<file path="src/core/fcg_regs.svh">
// Register offsets, field positions, reset values and timing figures.
// Behaviour
// - Ratio bit 7 shows written since reset.
// - Ratio low seven bits take first write.
// - Prescale bit divides module clock by eight.
// - Six-bit ratio divides after optional prescale.
// - Guard bit 31 enables backdoor key path.
// - Guard bit 30 reports security active.
// - Guard bits load from longword 0x414.
// - Secured only when guard word 0x4AC8.
// - Security blocks background debug port.
// - Security forces single-chip boot mode.
// - Mask bit set forbids block program/erase.
// - Mask writable only while freeze clear.
// - Mask loads from longword 0x400.
// - Thirty-two 16K blocks; small arrays use sixteen; the code always decodes thirty-two.
// - Privilege map writable only while freeze clear.
// - Privileged block: user access gets transfer error.
// - Privilege map loads from longword 0x40C.
// - Freeze bit 10 sets once, locks maps.
// - Key mode writable only with key enable.
`ifndef FCG_REGS_SVH
`define FCG_REGS_SVH

// ============================================================
// Register byte offsets within the flash module window
`define FCG_OFS_CFG 6'h00
`define FCG_OFS_SEC 6'h08
`define FCG_OFS_BLOCK_GUARD_BITS 6'h10
`define FCG_OFS_SACC 6'h14

// ============================================================
// Field positions in the 32-bit bus words and the block index in the array address
`define FCG_CFG_LOCK 26
`define FCG_CFG_IE_MSB 25
`define FCG_CFG_IE_LSB 22
`define FCG_CFG_KEY_WRITE_MODE 21
`define FCG_CLK_LOADED 15
`define FCG_CLK_PRESCALE 14
`define FCG_CLK_RATIO_MSB 13
`define FCG_CLK_RATIO_LSB 8
`define FCG_SEC_BACKDOOR_KEY_ENABLE 31
`define FCG_SEC_ACTIVE 30
`define FCG_SEC_RSVD_MSB 29
`define FCG_SEC_RSVD_LSB 16
`define FCG_SEC_WORD_MSB 15
`define FCG_SEC_WORD_LSB 0
`define FCG_BLK_MSB 18
`define FCG_BLK_LSB 14

// ============================================================
// Values and configuration field locations
`define FCG_SEC_MAGIC 16'h4ac8
`define FCG_FLD_BLOCK_GUARD_BITS 32'h0000_0400
`define FCG_FLD_SACC 32'h0000_040c
`define FCG_FLD_SEC 32'h0000_0414
`define FCG_RATIO_RST 6'h00

// ============================================================
// Timing figures
`define FCG_PRESCALE_DIV 4'h8
`define FCG_PRESCALE_LAST 3'h7
`define FCG_TCLK_MIN_KHZ 150
`define FCG_TCLK_MAX_KHZ 200
`define FCG_MCLK_MAX_KHZ 102400

`endif

</file>
<file path="src/core/fcg_pkg.sv">
// Types shared by the flash configuration guard modules.
package fcg_pkg;
  typedef logic [31:0] fcg_word_t;
  typedef logic [4:0] fcg_blk_t;
  typedef logic [5:0] fcg_ratio_t;
  typedef enum logic [1:0] {
    FCG_ARR_READ,
    FCG_ARR_KEY,
    FCG_ARR_CMD
  } fcg_arr_kind_t;
endpackage

</file>
<file path="src/core/fcg_div_if.sv">
// Carrier between the register block and the timing divider.
`timescale 1ns/100ps
interface fcg_div_if;
  logic loaded;
  logic prescale;
  fcg_pkg::fcg_ratio_t ratio;
  logic tick;
  modport regs (output loaded, output prescale, output ratio, input tick);
  modport div (input loaded, input prescale, input ratio, output tick);
endinterface

</file>
<file path="src/core/fcg_top.sv">
// Flash configuration guard: timing ratio, security, protection maps.
`timescale 1ns/100ps
`include "fcg_regs.svh"
module fcg_top (
  // Clock, reset and enable
  input wire logic i_clk_sys,
  input wire logic i_srst,
  input wire logic i_ce,
  // Configuration field longwords read from the array at reset
  input wire logic [31:0] i_fld_block_guard_bits,
  input wire logic [31:0] i_fld_sacc,
  input wire logic [31:0] i_fld_sec,
  // Peripheral register bus
  input wire logic i_bus_req,
  input wire logic i_bus_we,
  input wire logic [5:0] i_bus_addr,
  input wire logic [3:0] i_bus_be,
  input wire logic [31:0] i_bus_wdata,
  input wire logic i_bus_super,
  output logic o_bus_ack,
  output logic o_bus_err,
  output logic [31:0] o_bus_rdata,
  // Array access checks
  input wire logic i_arr_req,
  input wire logic i_arr_we,
  input wire logic [18:0] i_arr_addr,
  input wire logic i_arr_super,
  output logic o_arr_ack,
  output logic o_arr_err,
  output logic o_arr_key_write,
  output logic o_pe_launch,
  output logic o_pe_violation,
  // Timing and chip-level security
  input wire logic i_ext_single_chip,
  output logic o_timing_tick,
  output logic o_debug_block,
  output logic o_single_chip,
  output logic o_backdoor_enable
);
  fcg_div_if dif ();

  // ============================================================
  // State
  logic cfg_lock;
  logic cfg_key_write_mode;
  logic [3:0] cfg_ie;
  logic ratio_loaded_flag;
  logic prescale_by_eight;
  fcg_pkg::fcg_ratio_t ratio;
  logic backdoor_key_enable;
  logic guard_active_flag;
  logic [13:0] sec_rsvd;
  logic [15:0] guard_word;
  fcg_pkg::fcg_word_t erase_guard_mask;
  fcg_pkg::fcg_word_t privilege_block_map;
  logic ext_meta;
  logic ext_sync;

  // ============================================================
  // Bus decode
  wire bus_ok = i_bus_req && i_bus_super;
  wire bus_wr = bus_ok && i_bus_we;
  wire hit_cfg = i_bus_addr == `FCG_OFS_CFG;
  wire hit_sec = i_bus_addr == `FCG_OFS_SEC;
  wire hit_block_guard_bits = i_bus_addr == `FCG_OFS_BLOCK_GUARD_BITS;
  wire hit_sacc = i_bus_addr == `FCG_OFS_SACC;
  wire wr_cfg_hi = bus_wr && hit_cfg && i_bus_be[3];
  wire wr_cfg_lo = bus_wr && hit_cfg && i_bus_be[2];
  wire wr_clk = bus_wr && hit_cfg && i_bus_be[1];
  wire maps_open = !cfg_lock;
  wire [31:0] be_mask = {{8{i_bus_be[3]}}, {8{i_bus_be[2]}},
                         {8{i_bus_be[1]}}, {8{i_bus_be[0]}}};
  wire [31:0] next_block_guard_bits = (erase_guard_mask & ~be_mask)
                          | (i_bus_wdata & be_mask);
  wire [31:0] next_sacc = (privilege_block_map & ~be_mask)
                          | (i_bus_wdata & be_mask);
  wire [31:0] rd_cfg = {5'h00, cfg_lock, cfg_ie, cfg_key_write_mode, 5'h00,
                        ratio_loaded_flag, prescale_by_eight, ratio,
                        8'h00};
  wire [31:0] rd_sec = {backdoor_key_enable, guard_active_flag,
                        sec_rsvd, guard_word};
  // Unmapped offsets read as zero and take no write.
  wire [31:0] next_rdata = hit_cfg ? rd_cfg
                         : hit_sec ? rd_sec
                         : hit_block_guard_bits ? erase_guard_mask
                         : hit_sacc ? privilege_block_map
                         : 32'h0000_0000;

  // ============================================================
  // Array decode
  // block index
  wire fcg_pkg::fcg_blk_t blk = i_arr_addr[`FCG_BLK_MSB:`FCG_BLK_LSB];
  wire user_denied = privilege_block_map[blk] && !i_arr_super;
  wire fcg_pkg::fcg_arr_kind_t kind = !i_arr_we ? fcg_pkg::FCG_ARR_READ
                                    : cfg_key_write_mode ? fcg_pkg::FCG_ARR_KEY
                                    : fcg_pkg::FCG_ARR_CMD;
  wire blk_guarded = erase_guard_mask[blk];
  wire arr_take = i_arr_req && !user_denied;
  wire cmd_take = arr_take && kind == fcg_pkg::FCG_ARR_CMD;

  // ============================================================
  // Reset load and register writes
  always_ff @(posedge i_clk_sys)
  begin
    if (i_srst)
    begin
      cfg_lock <= 1'b0;
      cfg_key_write_mode <= 1'b0;
      cfg_ie <= 4'h0;
      ratio_loaded_flag <= 1'b0;
      prescale_by_eight <= 1'b0;
      ratio <= `FCG_RATIO_RST;
      backdoor_key_enable <= i_fld_sec[`FCG_SEC_BACKDOOR_KEY_ENABLE];
      sec_rsvd <= i_fld_sec[`FCG_SEC_RSVD_MSB:`FCG_SEC_RSVD_LSB];
      guard_word <= i_fld_sec[`FCG_SEC_WORD_MSB:`FCG_SEC_WORD_LSB];
      guard_active_flag <= i_fld_sec[`FCG_SEC_WORD_MSB:`FCG_SEC_WORD_LSB]
                           == `FCG_SEC_MAGIC;
      erase_guard_mask <= i_fld_block_guard_bits;
      privilege_block_map <= i_fld_sacc;
    end
    else if (i_ce)
    begin
      if (wr_cfg_hi && i_bus_wdata[`FCG_CFG_LOCK])
        cfg_lock <= 1'b1;
      if (wr_cfg_hi)
        cfg_ie[3:2] <= i_bus_wdata[`FCG_CFG_IE_MSB -: 2];
      if (wr_cfg_lo)
        cfg_ie[1:0] <= i_bus_wdata[`FCG_CFG_IE_LSB +: 2];
      if (wr_cfg_lo && backdoor_key_enable)
        cfg_key_write_mode <= i_bus_wdata[`FCG_CFG_KEY_WRITE_MODE];
      if (wr_clk && !ratio_loaded_flag)
      begin
        prescale_by_eight <= i_bus_wdata[`FCG_CLK_PRESCALE];
        ratio <= i_bus_wdata[`FCG_CLK_RATIO_MSB:`FCG_CLK_RATIO_LSB];
      end
      if (wr_clk)
        ratio_loaded_flag <= 1'b1;
      if (bus_wr && hit_block_guard_bits && maps_open)
        erase_guard_mask <= next_block_guard_bits;
      if (bus_wr && hit_sacc && maps_open)
        privilege_block_map <= next_sacc;
    end
  end

  // ============================================================
  // Bus answer, one cycle after the request
  always_ff @(posedge i_clk_sys)
  begin
    if (i_srst)
    begin
      o_bus_ack <= 1'b0;
      o_bus_err <= 1'b0;
      o_bus_rdata <= 32'h0000_0000;
    end
    else if (i_ce)
    begin
      o_bus_ack <= i_bus_req;
      // Supervisor-only window: user cycles end in a transfer error.
      o_bus_err <= i_bus_req && !i_bus_super;
      o_bus_rdata <= (bus_ok && !i_bus_we) ? next_rdata : 32'h0000_0000;
    end
  end

  // ============================================================
  // Array answer, one cycle after the request
  always_ff @(posedge i_clk_sys)
  begin
    if (i_srst)
    begin
      o_arr_ack <= 1'b0;
      o_arr_err <= 1'b0;
      o_arr_key_write <= 1'b0;
      o_pe_launch <= 1'b0;
      o_pe_violation <= 1'b0;
    end
    else if (i_ce)
    begin
      o_arr_ack <= i_arr_req;
      o_arr_err <= i_arr_req && user_denied;
      o_arr_key_write <= arr_take && kind == fcg_pkg::FCG_ARR_KEY;
      o_pe_launch <= cmd_take && !blk_guarded;
      o_pe_violation <= cmd_take && blk_guarded;
    end
  end

  // ============================================================
  // Chip-level security effects
  // The strap pin is asynchronous, so it passes two flops first.
  always_ff @(posedge i_clk_sys)
  begin
    if (i_srst)
    begin
      ext_meta <= 1'b0;
      ext_sync <= 1'b0;
    end
    else if (i_ce)
    begin
      ext_meta <= i_ext_single_chip;
      ext_sync <= ext_meta;
    end
  end

  assign o_debug_block = guard_active_flag;
  assign o_single_chip = guard_active_flag || ext_sync;
  assign o_backdoor_enable = backdoor_key_enable;

  // ============================================================
  // Timing divider
  assign dif.loaded = ratio_loaded_flag;
  assign dif.prescale = prescale_by_eight;
  assign dif.ratio = ratio;
  assign o_timing_tick = dif.tick;

  fcg_tdiv u_tdiv (
    .i_clk_sys(i_clk_sys),
    .i_srst(i_srst),
    .i_ce(i_ce),
    .div(dif.div)
  );

  // ============================================================
  // Checks
  a_loaded_flag_set: assert property (@(posedge i_clk_sys)
    disable iff (i_srst)
    (i_ce && wr_clk) |=> ratio_loaded_flag)
    else $error("ratio write did not set loaded flag");

  a_ratio_write_once: assert property (@(posedge i_clk_sys)
    disable iff (i_srst)
    (i_ce && wr_clk && ratio_loaded_flag) |=> $stable(ratio)
      && $stable(prescale_by_eight))
    else $error("ratio changed on a second write");

  a_tick_spacing: assert property (@(posedge i_clk_sys)
    disable iff (i_srst)
    (i_ce && o_timing_tick && !prescale_by_eight && ratio == 6'h02)
      ##1 i_ce [*2] |=> o_timing_tick && !$past(o_timing_tick)
      && !$past(o_timing_tick, 2))
    else $error("ratio divider period wrong");

  a_backdoor_out: assert property (@(posedge i_clk_sys)
    disable iff (i_srst)
    $past(i_srst) |-> o_backdoor_enable
      == $past(i_fld_sec[`FCG_SEC_BACKDOOR_KEY_ENABLE]))
    else $error("backdoor output differs from loaded longword");

  a_secure_debug: assert property (@(posedge i_clk_sys)
    disable iff (i_srst)
    (guard_word == `FCG_SEC_MAGIC) |-> o_debug_block && o_single_chip)
    else $error("secured part left debug or boot open");

  a_mask_frozen: assert property (@(posedge i_clk_sys)
    disable iff (i_srst)
    (cfg_lock && i_ce) |=> $stable(erase_guard_mask))
    else $error("frozen mask changed");

  a_map_frozen: assert property (@(posedge i_clk_sys)
    disable iff (i_srst)
    (cfg_lock && i_ce) |=> $stable(privilege_block_map))
    else $error("frozen privilege map changed");

  a_user_denied: assert property (@(posedge i_clk_sys)
    disable iff (i_srst)
    (i_ce && i_arr_req && !i_arr_super
      && privilege_block_map[blk]) |=> o_arr_err && !o_pe_launch)
    else $error("user access to privileged block not refused");

  a_freeze_sticky: assert property (@(posedge i_clk_sys)
    disable iff (i_srst)
    cfg_lock |=> cfg_lock)
    else $error("freeze bit cleared without reset");

  a_key_write_mode_gate: assert property (@(posedge i_clk_sys)
    disable iff (i_srst)
    (i_ce && !backdoor_key_enable) |=> $stable(cfg_key_write_mode))
    else $error("key mode changed with key path disabled");

  a_silent_ignore: assert property (@(posedge i_clk_sys)
    disable iff (i_srst)
    (i_ce && bus_wr && hit_block_guard_bits && cfg_lock) |=> o_bus_ack && !o_bus_err)
    else $error("frozen write did not complete normally");

  a_guard_launch: assert property (@(posedge i_clk_sys)
    disable iff (i_srst)
    (i_ce && cmd_take && blk_guarded) |=> o_pe_violation && !o_pe_launch)
    else $error("guarded block command launched");

  a_guard_status: assert property (@(posedge i_clk_sys)
    disable iff (i_srst)
    $past(i_srst) |-> guard_active_flag
      == ($past(i_fld_sec[`FCG_SEC_WORD_MSB:`FCG_SEC_WORD_LSB])
      == `FCG_SEC_MAGIC))
    else $error("security status disagrees with guard word");

  a_status_steady: assert property (@(posedge i_clk_sys)
    disable iff (i_srst)
    !$past(i_srst) |-> $stable(guard_active_flag))
    else $error("security status changed outside reset");

  a_guard_load: assert property (@(posedge i_clk_sys)
    disable iff (i_srst)
    $past(i_srst) |-> rd_sec[`FCG_SEC_RSVD_MSB:`FCG_SEC_WORD_LSB]
      == $past(i_fld_sec[`FCG_SEC_RSVD_MSB:`FCG_SEC_WORD_LSB]))
    else $error("guard register not loaded from security longword");

  a_mask_load: assert property (@(posedge i_clk_sys)
    disable iff (i_srst)
    $past(i_srst) |-> erase_guard_mask == $past(i_fld_block_guard_bits))
    else $error("mask not loaded from protection longword");

  a_map_load: assert property (@(posedge i_clk_sys)
    disable iff (i_srst)
    $past(i_srst) |-> privilege_block_map == $past(i_fld_sacc))
    else $error("privilege map not loaded from its longword");

  a_launch_open: assert property (@(posedge i_clk_sys)
    disable iff (i_srst)
    (i_ce && cmd_take && !blk_guarded) |=> o_pe_launch && !o_pe_violation)
    else $error("command to open block not launched");

  a_user_allowed: assert property (@(posedge i_clk_sys)
    disable iff (i_srst)
    (i_ce && i_arr_req && !i_arr_super
      && !privilege_block_map[blk]) |=> !o_arr_err)
    else $error("user access to open block refused");

  a_ratio_first: assert property (@(posedge i_clk_sys)
    disable iff (i_srst)
    (i_ce && wr_clk && !ratio_loaded_flag) |=> ratio
      == $past(i_bus_wdata[`FCG_CLK_RATIO_MSB:`FCG_CLK_RATIO_LSB]))
    else $error("first ratio write not taken");

  a_bus_answer: assert property (@(posedge i_clk_sys)
    disable iff (i_srst)
    (i_ce && i_bus_req && i_bus_super) |=> o_bus_ack && !o_bus_err)
    else $error("supervisor cycle not answered cleanly");
endmodule

</file>
<file path="src/core/fcg_tdiv.sv">
// Timing clock divider: optional divide by eight, then divide by ratio plus one.
`timescale 1ns/100ps
`include "fcg_regs.svh"
module fcg_tdiv (
  // Clock, reset and enable
  input wire logic i_clk_sys,
  input wire logic i_srst,
  input wire logic i_ce,
  // Settings from the register block
  fcg_div_if.div div
);
  logic [2:0] pre_cnt;
  fcg_pkg::fcg_ratio_t div_cnt;
  logic tick;
  wire pre_en;
  wire div_wrap;

  // ============================================================
  // Prescaler
  // prescale by eight
  assign pre_en = !div.prescale || (pre_cnt == `FCG_PRESCALE_LAST);
  assign div_wrap = pre_en && (div_cnt == div.ratio);
  assign div.tick = tick;

  // Nothing counts until software has loaded a ratio.
  always_ff @(posedge i_clk_sys)
  begin
    if (i_srst || !div.loaded)
    begin
      pre_cnt <= 3'h0;
      div_cnt <= 6'h00;
      tick <= 1'b0;
    end
    else if (i_ce)
    begin
      pre_cnt <= div.prescale ? pre_cnt + 3'h1 : 3'h0;
      if (pre_en)
        div_cnt <= div_wrap ? 6'h00 : div_cnt + 6'h01;
      tick <= div_wrap;
    end
  end

  a_prescale_gap: assert property (@(posedge i_clk_sys)
    disable iff (i_srst)
    (i_ce && div.loaded && div.prescale && pre_cnt == 3'h0
     && $stable(div.prescale)) |=> !pre_en)
    else $error("prescaler passed an edge before its eighth cycle");
endmodule

</file>
<file path="config.mk">
export PLATFORM = sky130hd
export DESIGN_NAME = fcg_top
export DESIGN_NICKNAME = d
export VERILOG_FILES = /design/src/core/fcg_pkg.sv /design/src/core/fcg_div_if.sv /design/src/core/fcg_top.sv /design/src/core/fcg_tdiv.sv
export VERILOG_INCLUDE_DIRS = /design/src /design/src/core
export SDC_FILE = /design/constraint.sdc
export NUM_CORES = 1
export LEC_CHECK = 0
export ABC_AREA = 0
export BUFFER_PORTS_ARGS = -buffer_cell sky130_fd_sc_hd__buf_2
export CAP_MARGIN = 25
export CORE_ASPECT_RATIO = 0.6
export CORE_MARGIN = 2
export CORE_UTILIZATION = 45
export CTS_BUF_LIST = sky130_fd_sc_hd__clkbuf_16
export CTS_CLUSTER_SIZE = 14
export DETAILED_ROUTE_END_ITERATION = 6
export PLACE_DENSITY = 0.73
export SLEW_MARGIN = 20
export SYNTH_ARGS = -nofsm -noshare
export SYNTH_HDL_FRONTEND = slang
export SYNTH_HIERARCHICAL = 1
export SYNTH_SLANG_ARGS = --single-unit
</file>
<file path="constraint.sdc">
create_clock -name i_clk_sys -period 2.15 [get_ports i_clk_sys]
set_input_delay 0.43 -clock i_clk_sys [delete_from_list [all_inputs] [get_ports i_clk_sys]]
set_output_delay 0.43 -clock i_clk_sys [all_outputs]
set_load 0.02 [all_outputs]
</file>
==> out/metrics.yaml <==
outcome:
  status: "finished, violations left"
  failed_checks: "DRC"
floorplan:
  die-area_um2: 17600
  die_w_um: 170
  initial_utilization: 0.459
  floorplan.io_pins: 210
  floorplan.rows: 36
  floorplan.core_area_um2: 16200
  die_y_um: 104
drt:
  routed-via-count: 6171
  drt_drc_violations_left: 4
  detailed_route_iter0_violations: 771
  drt-total-wl_um: 21800
  detail_route.vias_per_cell: 5.74
  route.antenna.remaining_nets: 0
  detail_route.first_pass.iterations: 7
  avgRoutedWirePerCell_um: 20.2
logic_synthesis:
  synth.largest_area_cell: "sky130_fd_sc_hd__edfxtp_1"
  count_of_unique_library_cells_instantiated_by_yosys: 55
  synth_nets: 813
  yosys_most_used_dff: "sky130_fd_sc_hd__edfxtp_1"
  synth-async-reset-ratio: 0
  post_synth_main_area_contributors: "sky130_fd_sc_hd__edfxtp_1 39%, sky130_fd_sc_hd__dfxtp_1 17%, sky130_fd_sc_hd__a22o_1 7.6%"
  synth.avg_cell_area_um2: 11.6
  synth.ff_latch_count: 161
  post_synth_edffs: 96
  synthCells: 643
  yosysWarnings: 6
  synth_area_um2: 7450
  post-synth-top-area-fraction: 0.387
  ys_seq_area_frac: 0.562
cts:
  tritoncts: "done"
  clock_sink_count: 161
  clockBufferDepth: 2
  cts_repair_resize_count: 0
  clkLatencyLatePin_ns: 0.42
  htree_levels: 4
  clkTransAtPathRegs_ns: 0.07
  post-cts-setup-buffers: 0
  ctsHoldBuffers: 0
  cts-buffers-inserted: 17
  cts_root_buf: "sky130_fd_sc_hd__clkbuf_16"
timing:
  report.final.hold_viol_count: 0
  maxSlewViolCount: 0
  finalSetupViolations: 0
  fin_skew_ns: 0.0143
  whs_ns: 0.183
  period_share: 0.950
  worst-slew-pin-transition_ns: 0.926
  max_slew_margin_vs_limit: 0.381
  max_freq_ghz: 0.490
  min_period_ns: 2.04
  rsz0062_at_grt: "no"
worst_hold_path:
  hold_path_class: "input port to flip-flop"
  min_delay_worst_endpoint: "sec_rsvd[11]$_DFFE_PP_"
  hold-path-cell-count: 1
  hold_path_startpoint: "i_fld_sec[27]"
grt:
  global_route.overflow_total: 0
  grt_start_max_net_pins: 37
  grt_pass1_wl_um: 32200
  initial_antenna_violation_count: 1
  vias_in_the_first_global_route: 5591
  grt.total_usage: 0.245
setup_path:
  r2r_setup_slk_ns: 0.11
  cp_data_arrival_time_ns: 2.36
  required_ns: 2.47
  critical_path_peak_fanout: 4
  setup.worst_path.class: "flip-flop to flip-flop"
  r2r_end: "o_pe_violation$_SDFFE_PP0P_"
  cp-start-kind: "flip-flop"
  cp-end-kind: "flip-flop"
  worstRegToRegCells: 6
pwr:
  ir_worst_vdd_uv: 524
  powerDensity_nw_per_um2: 763
  power.static_leakage_nw: 3.90
cells_and_area:
  layout-area-overhead-vs-synth_pct: 26.3
  finalNonFillerCells: 1076
  nets: 1023
  drive_gt1_frac: 0.342
  final_common_cell: "sky130_fd_sc_hd__buf_2"
  layout_common_cells: "193 x sky130_fd_sc_hd__buf_2, 96 x sky130_fd_sc_hd__edfxtp_1, 77 x sky130_fd_sc_hd__nor2_1"
placed_design:
  routabilityCongestion: 0.898
  hpwlAfterDp_um: 16500
  dp.cells: 1042
  numPortBuffers: 194
job:
  maxCapViolCount: 0
==> cells in the mapped netlist (all sizes together) (4+ instances only) <==
master	count
a211oi	4
a21oi	31
a222oi	14
a22o	65
a22oi	23
and2	4
buf	17
clkbuf	31
dfxtp	65
edfxtp	96
mux2	14
mux2i	46
mux4	7
nand2	44
nand2b	5
nand3	13
nand4	5
nor2	77
nor2b	7
nor3	5
o21ai	26
xnor2	5
xor2	5
==> how the worst max path moves through the flow <==
stage          cells past startpoint  slack (ns)                     endpoint
4_1_cts                            6        0.13  o_pe_violation$_SDFFE_PP0P_
2_1_floorplan                      5       -0.05                    flip-flop
5_1_grt                            6        0.03  o_pe_violation$_SDFFE_PP0P_
3_3_place_gp                       7       -0.11  o_pe_violation$_SDFFE_PP0P_
3_5_place_dp                       9       -0.13     o_pe_launch$_SDFFE_PP0P_
6_report                           6        0.11  o_pe_violation$_SDFFE_PP0P_
==> critical path: stages (launching register included) <==
cell and delay [ns]:
sky130_fd_sc_hd__edfxtp_1 0.42, sky130_fd_sc_hd__mux4_1 0.54, sky130_fd_sc_hd__mux4_2 0.46, sky130_fd_sc_hd__nor2_1 0.11, sky130_fd_sc_hd__a2111o_2 0.16, sky130_fd_sc_hd__nand2_2 0.05, sky130_fd_sc_hd__o31ai_2 0.21
==> report_power, final <==
| part | internal, mW | switching (mW) | leakage [nW] | total, mW |
|---|---|---|---|---|
| registers | 3.47 | 0.101 | 1.43 | 3.57 |
| clock network | 1.59 | 1.22 | 0.280 | 2.81 |
| logic | 0.367 | 0.430 | 2.19 | 0.797 |
| total | 5.43 | 1.75 | 3.90 | 7.18 |
==> cell type report <==
class / instances / area [µm²]
clock buffers: 17 / 425
diodes: 1 / 2.50
well taps: 209 / 262
fillers: 1373 / 6810
repair buffers: 239 / 1350
flip-flops and latches: 161 / 4180
clock inverters: 15 / 116
inverters: 4 / 15.0
multi-input cells: 430 / 3050
==> logic make-up (layout without fill, tap and decap cells) <==
| kind of cell | count (synthesis) | after routing | share of synthesized area |
|---|---|---|---|
| xor gates and xnor gates | 10 | 10 | 0.0118 |
| other | 0 | 1 | 0 |
| AOI/OAI and AO/OA | 173 | 173 | 0.172 |
| adders and majority gates | 3 | 3 | 0.00504 |
| muxes | 67 | 67 | 0.106 |
| and+or+nand+nor | 177 | 177 | 0.114 |
| DFF | 161 | 161 | 0.562 |
| buffers and inverters | 52 | 275 | 0.0292 |
==> through the flow <==
| step | power, mW | setup WS (ns) | cell area [µm²] | util | setup TNS [ns] |
|---|---|---|---|---|---|
| finish | 7.18 | 0.108 | 9410 | 0.580 | 0 |
| global route | 7.40 | 0.0276 | 9410 | 0.580 | 0 |
| CTS | 7.19 | 0.131 | 9390 | 0.579 | 0 |
| detailed placement | 4.41 | -0.128 | 8850 | 0.546 | -4.88 |
| global placement | 4.40 | -0.110 | 8850 | 0.546 | -1.63 |
| floorplan | 3.99 | -0.0477 | 7450 | - | -1.52 |
==> layer usage <==
metal  wire [µm]  vias up  global-route usage
met5           0        -                   0
met4         280        0              0.0507
met3        2450       18              0.0703
met2        8690      341               0.334
met1       10400     2915               0.382
li1            -     2897                   -
Note: power is estimated with default switching activity, not from simulation.
